**config.mk**
```make
export PLATFORM = sky130hd
export DESIGN_NAME = lsc_slice
export DESIGN_NICKNAME = d
export VERILOG_FILES = /design/src/lsc_table.sv /design/src/lsc_slice.sv
export SDC_FILE = /design/constraint.sdc
export NUM_CORES = 1
export LEC_CHECK = 0
export ABC_AREA = 1
export BUFFER_PORTS_ARGS = -buffer_cell sky130_fd_sc_hd__buf_2
export CORE_MARGIN = 2
export CORE_UTILIZATION = 35
export CTS_CLUSTER_DIAMETER = 120
export DETAILED_ROUTE_END_ITERATION = 16
export HOLD_SLACK_MARGIN = 0.02
export PLACE_DENSITY = 0.63
export SLEW_MARGIN = 20
export SYNTH_ARGS = -nofsm -noshare
export SYNTH_HDL_FRONTEND = slang
export SYNTH_HIERARCHICAL = 1
export SYNTH_SLANG_ARGS = --single-unit
```
**constraint.sdc**
```tcl
create_clock -name clk_i -period 2.37 [get_ports clk_i]
set_input_delay 0.474 -clock clk_i [delete_from_list [all_inputs] [get_ports clk_i]]
set_output_delay 0.474 -clock clk_i [all_outputs]
set_load 0.01 [all_outputs]
```
**src/lsc_table.sv**
```systemverilog
`timescale 1ns/100ps
`default_nettype none

package lsc_pkg;
  localparam int unsigned ADDR_W      = 8;
  localparam int unsigned TABLE_BITS  = 16;
  localparam logic [7:0] ADDR_CTRL    = 8'h00;
  localparam logic [7:0] ADDR_TABLE0  = 8'h04;
  localparam logic [7:0] ADDR_TABLE1  = 8'h08;
  localparam logic [7:0] ADDR_STATUS  = 8'h0c;

  // operating modes
  localparam logic [1:0] MODE_LOGIC  = 2'h0;
  localparam logic [1:0] MODE_RIPPLE = 2'h1;
  localparam logic [1:0] MODE_RAM    = 2'h2;
  localparam logic [1:0] MODE_ROM    = 2'h3;

  // ripple operations
  localparam logic [2:0] OP_ADD    = 3'h0;
  localparam logic [2:0] OP_SUB    = 3'h1;
  localparam logic [2:0] OP_ADDSUB = 3'h2;
  localparam logic [2:0] OP_UP     = 3'h3;
  localparam logic [2:0] OP_DOWN   = 3'h4;
  localparam logic [2:0] OP_MULT   = 3'h5;
  localparam logic [2:0] OP_CMP    = 3'h6;

  // control register fields
  localparam int unsigned CTRL_MODE_LSB  = 0;
  localparam int unsigned CTRL_OP_LSB    = 2;
  localparam int unsigned CTRL_SRVAL_LSB = 5;
  localparam int unsigned CTRL_LOCK_BIT  = 7;

  // status register fields
  localparam int unsigned ST_COMB_LSB = 0;
  localparam int unsigned ST_REG_LSB  = 2;
  localparam int unsigned ST_COUT     = 4;
  localparam int unsigned ST_GEN      = 5;
  localparam int unsigned ST_PROP     = 6;
  localparam int unsigned ST_GE       = 7;
  localparam int unsigned ST_NE       = 8;
  localparam int unsigned ST_LE       = 9;
  localparam int unsigned ST_WIDE_LO  = 10;
  localparam int unsigned ST_WIDE_HI  = 11;
  localparam int unsigned ST_RAM_CAP  = 12;

  // reset values
  localparam logic [1:0]  RST_MODE  = MODE_LOGIC;
  localparam logic [2:0]  RST_OP    = OP_ADD;
  localparam logic [1:0]  RST_SRVAL = 2'h0;
  localparam logic [15:0] RST_TABLE = 16'h0000;

  typedef struct packed {
    logic [1:0]  mode;
    logic [2:0]  op;
    logic [1:0]  srval;
    logic        lock;
    logic [15:0] tab0;
    logic [15:0] tab1;
    logic [1:0]  q;
    logic        ack;
    logic [31:0] dat;
  } lsc_state_t;
endpackage

////////////////////////////////////////////////////////////////////////////////

module lsc_table #(
  parameter int unsigned BITS = lsc_pkg::TABLE_BITS
) (
  input  wire logic [BITS-1:0]         table_i,
  input  wire logic [$clog2(BITS)-1:0] index_i,
  output logic                         out_o
);
  // one stored bit per input combination: any function of four inputs
  assign out_o = table_i[index_i];
endmodule // lsc_table

`default_nettype wire

```
**src/lsc_slice.sv**
```systemverilog
// Local design decisions: the register addresses and the Wishbone slave port.
`timescale 1ns/100ps
`default_nettype none

module lsc_slice #(
  parameter bit RAM_CAPABLE = 1'b1
) (
  input  wire logic                       clk_i,
  input  wire logic                       rst_i,
  input  wire logic                       wb_cyc_i,
  input  wire logic                       wb_stb_i,
  input  wire logic                       wb_we_i,
  input  wire logic [lsc_pkg::ADDR_W-1:0] wb_adr_i,
  input  wire logic [3:0]                 wb_sel_i,
  input  wire logic [31:0]                wb_dat_i,
  output logic      [31:0]                wb_dat_o,
  output logic                            wb_ack_o,
  input  wire logic [1:0]                 a_i,
  input  wire logic [1:0]                 b_i,
  input  wire logic [1:0]                 c_i,
  input  wire logic [1:0]                 d_i,
  input  wire logic [1:0]                 m_i,
  input  wire logic                       ce_i,
  input  wire logic                       local_set_reset_i,
  input  wire logic                       carry_chain_in_i,
  input  wire logic [1:0]                 wide_in_i,
  input  wire logic                       ram_we_i,
  input  wire logic [1:0]                 ram_wd_i,
  output logic      [1:0]                 comb_out_o,
  output logic      [1:0]                 reg_out_o,
  output logic                            wide_mux_out_lo_o,
  output logic                            wide_mux_out_hi_o,
  output logic                            carry_chain_out_o,
  output logic                            carry_gen_o,
  output logic                            carry_prop_o,
  output logic                            cmp_ge_o,
  output logic                            cmp_ne_o,
  output logic                            cmp_le_o
);

  ////////////////////////////////////////////////////////////////////////////
  // declarations

  lsc_pkg::lsc_state_t st;
  lsc_pkg::lsc_state_t next_st;

  logic [3:0]  tidx [2];
  logic [1:0]  tout;
  logic [1:0]  opa;
  logic [1:0]  opb;
  logic [2:0]  sum_nc;
  logic [2:0]  sum_c;
  logic [1:0]  fcomb;
  logic        gen;
  logic        prop;
  logic        cout;
  logic        is_ripple;
  logic        is_cmp;
  logic        bus_req;
  logic        bus_wr;
  logic        tab_wr_ok;
  logic [31:0] status;
  logic [31:0] rd_data;
  logic [1:0]  ram_wdata;

  // table address: ram mode shares port 0 address across both tables,
  // since the memory is single-port
  // pins is {d, c, b, a}; passed as an argument so that a continuous
  // assignment calling this wakes on every pin change
  function automatic logic [3:0] table_index(input logic [1:0] mode,
                                             input logic [7:0] pins,
                                             input int unsigned k);
    logic [3:0] idx;
    idx = {pins[6+k], pins[4+k], pins[2+k], pins[k]};
    if (mode == lsc_pkg::MODE_RAM) begin
      idx = {pins[6], pins[4], pins[2], pins[0]};
    end
    return idx;
  endfunction

  ////////////////////////////////////////////////////////////////////////////
  // the two lookup tables

  for (genvar k = 0; k < 2; k++) begin : g_tab
    assign tidx[k] = table_index(st.mode, {d_i, c_i, b_i, a_i}, k);
    lsc_table #(
      .BITS (lsc_pkg::TABLE_BITS)
    ) u_table (
      .table_i (k == 0 ? st.tab0 : st.tab1),
      .index_i (tidx[k]),
      .out_o   (tout[k])
    );
  end

  ////////////////////////////////////////////////////////////////////////////
  // ripple arithmetic

  assign opa       = a_i;
  assign is_ripple = (st.mode == lsc_pkg::MODE_RIPPLE);
  assign is_cmp    = is_ripple && (st.op == lsc_pkg::OP_CMP);

  // counters and subtraction rely on the lowest slice of a chain tying
  // carry_chain_in: high for up count and subtract, low for down count
  always_comb begin
    unique case (st.op)
      lsc_pkg::OP_SUB:    opb = ~b_i;
      lsc_pkg::OP_ADDSUB: opb = m_i[0] ? b_i : ~b_i;
      lsc_pkg::OP_UP:     opb = 2'h0;
      lsc_pkg::OP_DOWN:   opb = 2'h3;
      lsc_pkg::OP_MULT:   opb = b_i & {2{m_i[0]}};
      lsc_pkg::OP_CMP:    opb = ~b_i;
      default:            opb = b_i;
    endcase
  end

  assign sum_nc = {1'b0, opa} + {1'b0, opb};
  assign sum_c  = sum_nc + {2'h0, carry_chain_in_i};
  // generate and propagate let a neighbour look ahead across this slice
  assign gen    = sum_nc[2];
  assign prop   = &(opa ^ opb);
  assign cout   = gen | (prop & carry_chain_in_i);

  ////////////////////////////////////////////////////////////////////////////
  // mode selection of the combinational outputs

  always_comb begin
    unique case (st.mode)
      lsc_pkg::MODE_RIPPLE: fcomb = sum_c[1:0];
      default:              fcomb = tout;
    endcase
  end

  assign comb_out_o        = fcomb;
  assign wide_mux_out_lo_o = m_i[0] ? tout[1] : tout[0];
  assign wide_mux_out_hi_o = m_i[1] ? wide_in_i[1] : wide_in_i[0];
  assign carry_chain_out_o = is_ripple & cout;
  assign carry_gen_o       = is_ripple & gen;
  assign carry_prop_o      = is_ripple & prop;
  assign cmp_ge_o          = is_cmp & (a_i >= b_i);
  assign cmp_ne_o          = is_cmp & (a_i != b_i);
  assign cmp_le_o          = is_cmp & (a_i <= b_i);
  assign reg_out_o         = st.q;

  ////////////////////////////////////////////////////////////////////////////
  // wishbone slave

  assign bus_req  = wb_cyc_i & wb_stb_i;
  // the write lands at the edge where the master sees ack
  assign bus_wr   = bus_req & wb_we_i & st.ack;
  // once locked the tables are frozen rom contents; ram mode still
  // writes them from the fabric
  assign tab_wr_ok = ~st.lock;
  assign wb_ack_o = st.ack;
  assign wb_dat_o = st.dat;

  always_comb begin
    status = 32'h0000_0000;
    status[lsc_pkg::ST_COMB_LSB +: 2] = fcomb;
    status[lsc_pkg::ST_REG_LSB +: 2]  = st.q;
    status[lsc_pkg::ST_COUT]          = carry_chain_out_o;
    status[lsc_pkg::ST_GEN]           = carry_gen_o;
    status[lsc_pkg::ST_PROP]          = carry_prop_o;
    status[lsc_pkg::ST_GE]            = cmp_ge_o;
    status[lsc_pkg::ST_NE]            = cmp_ne_o;
    status[lsc_pkg::ST_LE]            = cmp_le_o;
    status[lsc_pkg::ST_WIDE_LO]       = wide_mux_out_lo_o;
    status[lsc_pkg::ST_WIDE_HI]       = wide_mux_out_hi_o;
    status[lsc_pkg::ST_RAM_CAP]       = RAM_CAPABLE;
  end

  always_comb begin
    unique case (wb_adr_i)
      lsc_pkg::ADDR_CTRL:   rd_data = {24'h00_0000, st.lock, st.srval,
                                       st.op, st.mode};
      lsc_pkg::ADDR_TABLE0: rd_data = {16'h0000, st.tab0};
      lsc_pkg::ADDR_TABLE1: rd_data = {16'h0000, st.tab1};
      lsc_pkg::ADDR_STATUS: rd_data = status;
      default:              rd_data = 32'h0000_0000;
    endcase
  end

  assign ram_wdata = ram_wd_i;

  ////////////////////////////////////////////////////////////////////////////
  // next state

  always_comb begin
    next_st     = st;
    next_st.ack = bus_req & ~st.ack;
    if (bus_req & ~st.ack) begin
      next_st.dat = rd_data;
    end

    // fabric writes into the tables in ram mode
    if (st.mode == lsc_pkg::MODE_RAM && RAM_CAPABLE && ram_we_i) begin
      next_st.tab0[tidx[0]] = ram_wdata[0];
      next_st.tab1[tidx[1]] = ram_wdata[1];
    end

    // bus writes; a bus write to a table wins over a same-cycle ram write
    if (bus_wr) begin
      unique case (wb_adr_i)
        lsc_pkg::ADDR_CTRL: begin
          if (wb_sel_i[0]) begin
            if (RAM_CAPABLE ||
                wb_dat_i[lsc_pkg::CTRL_MODE_LSB +: 2] != lsc_pkg::MODE_RAM)
            begin
              next_st.mode = wb_dat_i[lsc_pkg::CTRL_MODE_LSB +: 2];
            end
            next_st.op    = wb_dat_i[lsc_pkg::CTRL_OP_LSB +: 3];
            next_st.srval = wb_dat_i[lsc_pkg::CTRL_SRVAL_LSB +: 2];
            // lock is sticky until reset
            next_st.lock  = st.lock | wb_dat_i[lsc_pkg::CTRL_LOCK_BIT];
          end
        end
        lsc_pkg::ADDR_TABLE0: begin
          if (tab_wr_ok && wb_sel_i[0]) next_st.tab0[7:0]  = wb_dat_i[7:0];
          if (tab_wr_ok && wb_sel_i[1]) next_st.tab0[15:8] = wb_dat_i[15:8];
        end
        lsc_pkg::ADDR_TABLE1: begin
          if (tab_wr_ok && wb_sel_i[0]) next_st.tab1[7:0]  = wb_dat_i[7:0];
          if (tab_wr_ok && wb_sel_i[1]) next_st.tab1[15:8] = wb_dat_i[15:8];
        end
        default: begin
        end
      endcase
    end

    // slice flops: set/reset dominates, then clock enable
    if (local_set_reset_i) begin
      next_st.q = st.srval;
    end else if (ce_i) begin
      next_st.q = fcomb;
    end
  end

  always_ff @(posedge clk_i) begin
    if (rst_i) begin
      st       <= '0;
      st.mode  <= lsc_pkg::RST_MODE;
      st.op    <= lsc_pkg::RST_OP;
      st.srval <= lsc_pkg::RST_SRVAL;
      st.tab0  <= lsc_pkg::RST_TABLE;
      st.tab1  <= lsc_pkg::RST_TABLE;
    end else begin
      st <= next_st;
    end
  end
endmodule // lsc_slice

`default_nettype wire

```
After elaboration in Yosys (flattened, before gate mapping). Cells that the tools add are included. Widths: inputs -> output; s select.

Output and inout bits: 45. Input port bits: 67. Flip-flop bits (word level): 75.

Multiplexer cells: 27. Equal/unequal tests: 12. Bitwise operators: 18. $add $sub $neg: 2. Reductions and logical operators: 11. $lt $le $gt $ge: 6.

Operators by type and width (number): $mux 32 (2); $pmux 16 s4 (1); $bwmux 16 (2); $mux 16 (2); $mux 8 (4); $eq 8x4->1 const B (2); $and 1x1->1 (11); $lt 4x5->1 const B (2); $pmux 2 s5 (1); $eq 3x3->1 const B (3); $bmux 1 s4 (2); $demux 1 s4 (2); $eq 8x3->1 const B (1); $ge 4x1->1 const B (2); $logic_not 8->1 (1); $mux 2 (4); $eq 3x2->1 const B (2); $logic_and 1x1->1 (6); $mux 1 (6); $mux 4 (1); $add 2x2->3 (1); $eq 3x1->1 const B (1); $reduce_and 3->1 (1); $add 2x1->2 (1); other kinds (13) (15).

Logic depth before layout (Yosys ltp).
Depth in word-level cells: 11. Depth in mapped cells: 18. Gate-level depth less buffers: 17.

Hierarchy. Netlist, hierarchy kept.

By module, submodules not included: lsc_slice (cells an instance 631, seq. area each 1181.1 um^2, area each 3972.6 um^2, instances 1); lsc_table (cells an instance 50, seq. area each 0.0 um^2, area each 230.2 um^2, instances 2).

Least setup slack after synthesis. No wires, ideal clock.

Kind: input-to-output. Start: in b_i[0]. End: out comb_out_o[1]. Arrival: 1894 ps. Stages on the path: 10. Buffers on the path: 0. Path slack: 2 ps. Cells stage by stage: ha_1 inv_1 nand2_1 a41oi_1 ha_1 fa_1 inv_1 nand2_1 nand3_1 nand2_1.

Cells in the longest elaborated chain, start to end: 6. Elaborated cells between the ends (all ways): 10. Classes of those cells: 2 x add/sub; 6 x mux; 2 x bitwise.

RTL lines: from (decl) (line lsc_slice.sv:19) `input wire logic [1:0] b_i,`; $not 2->2 (line lsc_slice.sv:106, lsc_slice.sv:107, lsc_slice.sv:111); $mux 2 (line lsc_slice.sv:107) `lsc_pkg::OP_ADDSUB: opb = m_i[0] ? b_i : ~b_i;`; $pmux 2 s5 (line lsc_slice.sv:105) `unique case (st.op)`; $add 2x2->3 (line lsc_slice.sv:116) `assign sum_nc = {1'b0, opa} + {1'b0, opb};`; $add 2x1->2 (line lsc_slice.sv:117) `assign sum_c = sum_nc + {2'h0, carry_chain_in_i};`; $mux 2 (*) (line lsc_slice.sv:127) `unique case (st.mode)`; to (decl) (line lsc_slice.sv:29) `output logic [1:0] comb_out_o,`.

Every way passes the cells marked *; elsewhere a longest branch is shown, timed or not. The select of a mux whose other input is x is not followed.

Worst setup path after layout.
Start: reg st[71] in the netlist's numbering. End: out comb_out_o[1].

Cells in the longest elaborated chain, start to end: 6. Elaborated cells between the ends (all ways): 11. Classes of those cells: 2 x add/sub; 6 x eq/ne; 2 x mux; 1 x reduce/logical.

RTL lines: from (decl) (line lsc_slice.sv:44) `lsc_pkg::lsc_state_t st;`; from (signal assigned) (line lsc_slice.sv:246) `st <= next_st;`; $eq 3x3->1 / $eq 3x1->1 (equally long branches) (line lsc_slice.sv:105); $reduce_or 2->1 (no source line); $pmux 2 s5 (*) (line lsc_slice.sv:105); $add 2x2->3 (*) (line lsc_slice.sv:116); $add 2x1->2 (*) (line lsc_slice.sv:117); $mux 2 (*) (line lsc_slice.sv:127).

Every way passes the cells marked *; elsewhere a longest branch is shown, timed or not.

==> results_dict.tcl <==
set metrics [dict create \
    fin_crit_ns 2.76 \
    synth_top_family_by_area "simple AND/OR/NAND/NOR gates" \
    synth_seq_cells 59 \
    powerDensity_nw_per_um2 496 \
    rows 41 \
    synth.area.top_cells "dfxtp_1 27%, nand2_1 18%, nand3_1 12%" \
    dr_total_vias 4841 \
    max_freq_ghz 0.362 \
    critPathLaunch "st[71]" \
    clock_latency_ns 0.34 \
    yosysMostFrequentCell "nand2_1" \
    r2r-start "st[71]" \
    dp_hpwl_um 10900 \
    synth_edf_count 0 \
    fin_nets 906 \
    crit_family "adder cells" \
    synth_top_area_share_pct 26.6 \
    ys_seq_area_share_pct 26.6 \
    grt_usage_pct 21.0 \
    area_delta_synth_final_pct 27.2 \
    synthArstFlopShare_pct 0 \
    finalSetupViolations 6 \
    critPathLaunchType "flop" \
    diodes 0 \
    finalCritPeriodShare_pct 117 \
    grt_pass1_wl_um 21700 \
    end_kind "primary output" \
    drv_slew 0 \
    die_h_um 117 \
    clockPowerShare_pct 51.6 \
    io_buffer_count 77 \
    p_leak_uw 0.00253 \
    cp.required_ns 1.90 \
    grt_overflow 0 \
    die_w_um 117 \
    drc 0 \
    hold_viol 0 \
    max_stage_delay_ns 0.52 \
    synth_area_sq_um 4430 \
    start_util_pct 35.4 \
    grt_max_degree 28 \
    synthSimpleGateAreaFrac_pct 38.1 \
    cts-buffers-inserted 9 \
    place_congestion 0.986 \
    cap_violations 0 \
    yosys.area.top_type "dfxtp_1" \
    htree_levels 3 \
    synthFlopType "dfxtp_1" \
    synth_xor_xnor_area_share_pct 0 \
    antenna_found_initial 0 \
    synthAdderAreaFrac_pct 3.27 \
    setup_ws_ns -0.393 \
    hold_path.class "in2reg" \
    ys_top_cells_by_count "212 x nand2_1, 105 x nand3_1, 91 x inv_1" \
    p_int_uw 2100 \
    cts.sink_count 59 \
    power_frac_comb_pct 12.9 \
    holdBufCountCts 0 \
    final.setup.tns_ns -1.08 \
    clockRootBuffer "clkbuf_16" \
    cts_tree "yes" \
    clock_skew_ns 0.00819 \
    core_sq_um 12500 \
    crit_fanout 3 \
    path_class "reg2out" \
    critPathArrivalTime_ns 2.29 \
    ys.warnings.count 6 \
    path_clk_slew_ns 0.05 \
    dieArea_sq_um 13600 \
    drt-total-wl_um 14100 \
    hp-start "wb_dat_i[8]" \
    viasPerCell 4.82 \
    io_pins 112 \
    p_seq_share_pct 35.5 \
    drt_iter0_markers 334 \
    synth_mux_area_share_pct 0 \
    violations "negative setup slack" \
    grt_pass1_vias 4293 \
    p_sw_uw 694 \
    drive_above_1_share_pct 26.4 \
    whs_ns 0.406 \
    syn-instance-count 731 \
    drtAntennaViolNets 0 \
    synth_compound_area_share_pct 14.3 \
    status "finished, violations left" \
    crit_slowest_cell "fa_1" \
    wl_per_cell_um 14.1 \
    synth_area_per_cell_sq_um 6.06 \
    ys_types 34 \
    cp_cell_sequence "inv_2, buf_4, o21ai_0, nand2_2, nor2_1, a41oi_1, buf_4, fa_1, inv_1, nand2_1, nand3_2, nand2_2, buf_6" \
    worst-path-buf-inv 5 \
    ir_drop_uv 352 \
    rsz0062_at_grt "true" \
    clock_path_buffers 2 \
    first_pass_iters 5 \
    p_sw_share_pct 24.8 \
]
[layout make-up]
class                           instances  area (sq um)
Clock buffer                           12           256
Clock inverter                          4          72.6
Fill cell                            1353          6880
Inverter                              102           410
Multi-Input combinational cell        531          2710
Sequential cell                        59          1190
Tap cell                              172           215
Timing Repair Buffer                  125           777
[placed cells by master, fill, tap and decap left out, types with 2 or more instances in the layout]
cell type	n
inv_4	3
inv_2	10
nand2_8	3
o22ai_1	3
nand3_1	99
dfxtp_2	2
inv_1	85
o21ai_1	6
inv_8	2
buf_4	43
clkbuf_8	2
nand3_2	5
dfxtp_4	3
nand2_2	24
nand2_1	202
clkbuf_16	9
o21ai_0	44
o211ai_1	2
bufinv_16	2
nand3b_1	2
a21oi_1	57
nor2_1	25
buf_6	7
nor2_2	9
ha_1	9
nor2_4	6
buf_2	75
conb_1	16
dfxtp_1	54
o21ai_2	3
nand2_4	2
[sequential cells by signal (all words and copies together), names as in the netlist]
signal     count
reg_out_o      2
wb_dat_o      16
st            40
wb_ack_o       1
[stage by stage]
step / utilization (%) / setup WS, ns / cell area (sq um) / std cells / total power (uW)
5_1_grt: 45.0 / -0.494 / 5640 / 1005 / 2900
2_1_floorplan: - / 0.00213 / 4490 / 746 / 1210
6_report: 45.0 / -0.393 / 5640 / 1005 / 2800
4_1_cts: 43.2 / -0.407 / 5410 / 995 / 2780
3_3_place_gp: 39.7 / -0.361 / 4970 / 975 / 1330
3_5_place_dp: 39.7 / -0.375 / 4970 / 975 / 1330
[what timing repair did]
action | 4_1_cts | 5_1_grt
pin swaps | 8 | 15
gates resized for setup | 32 | 36
setup buffers | 3 | 10
hold endpoints to repair | 0 | 0
gates cloned | 1 | 0
setup endpoints to repair | 9 | 9
[power by group through the flow]
stage / combinational [uW] / sequential (uW) / clock [uW]
6_report: 360 / 993 / 1450
5_1_grt: 398 / 993 / 1510
4_1_cts: 326 / 994 / 1460
3_5_place_dp: 311 / 1020 / 0
3_3_place_gp: 310 / 1020 / 0
2_1_floorplan: 194 / 1020 / 0
[cell families after synthesis]
logic type / Yosys count
other cells: 1
flops: 59
fa+ha+maj: 11
buf+inv: 157
simple gates: 381
compound gates: 122
[worst min-delay path, delay by kind of cell]
kind,cells,cell delay (ns)
buf+inv,1,0.10
simple gates,1,0.06
compound gates,1,0.06
[final timing paths]
kind	depth (start not counted)	to	slack (ns)
worst max-delay path	13	comb_out_o[1]	-0.39
worst min-delay path	3	st[59]	0.41
worst max register to register	17	wb_dat_o[1]	-0.01
worst min register to register	2	wb_dat_o[0]	0.46
[layer usage]
metal,track usage (%),part of all wire (%),vias to the layer above
met3,3.27,5.7,30
met2,32.7,45,162
met1,28.5,46,2159
li1,-,-,2490
met4,10.0,3.6,0
met5,0,0,-
No activity file was read; power rests on OpenSTA's default activity.
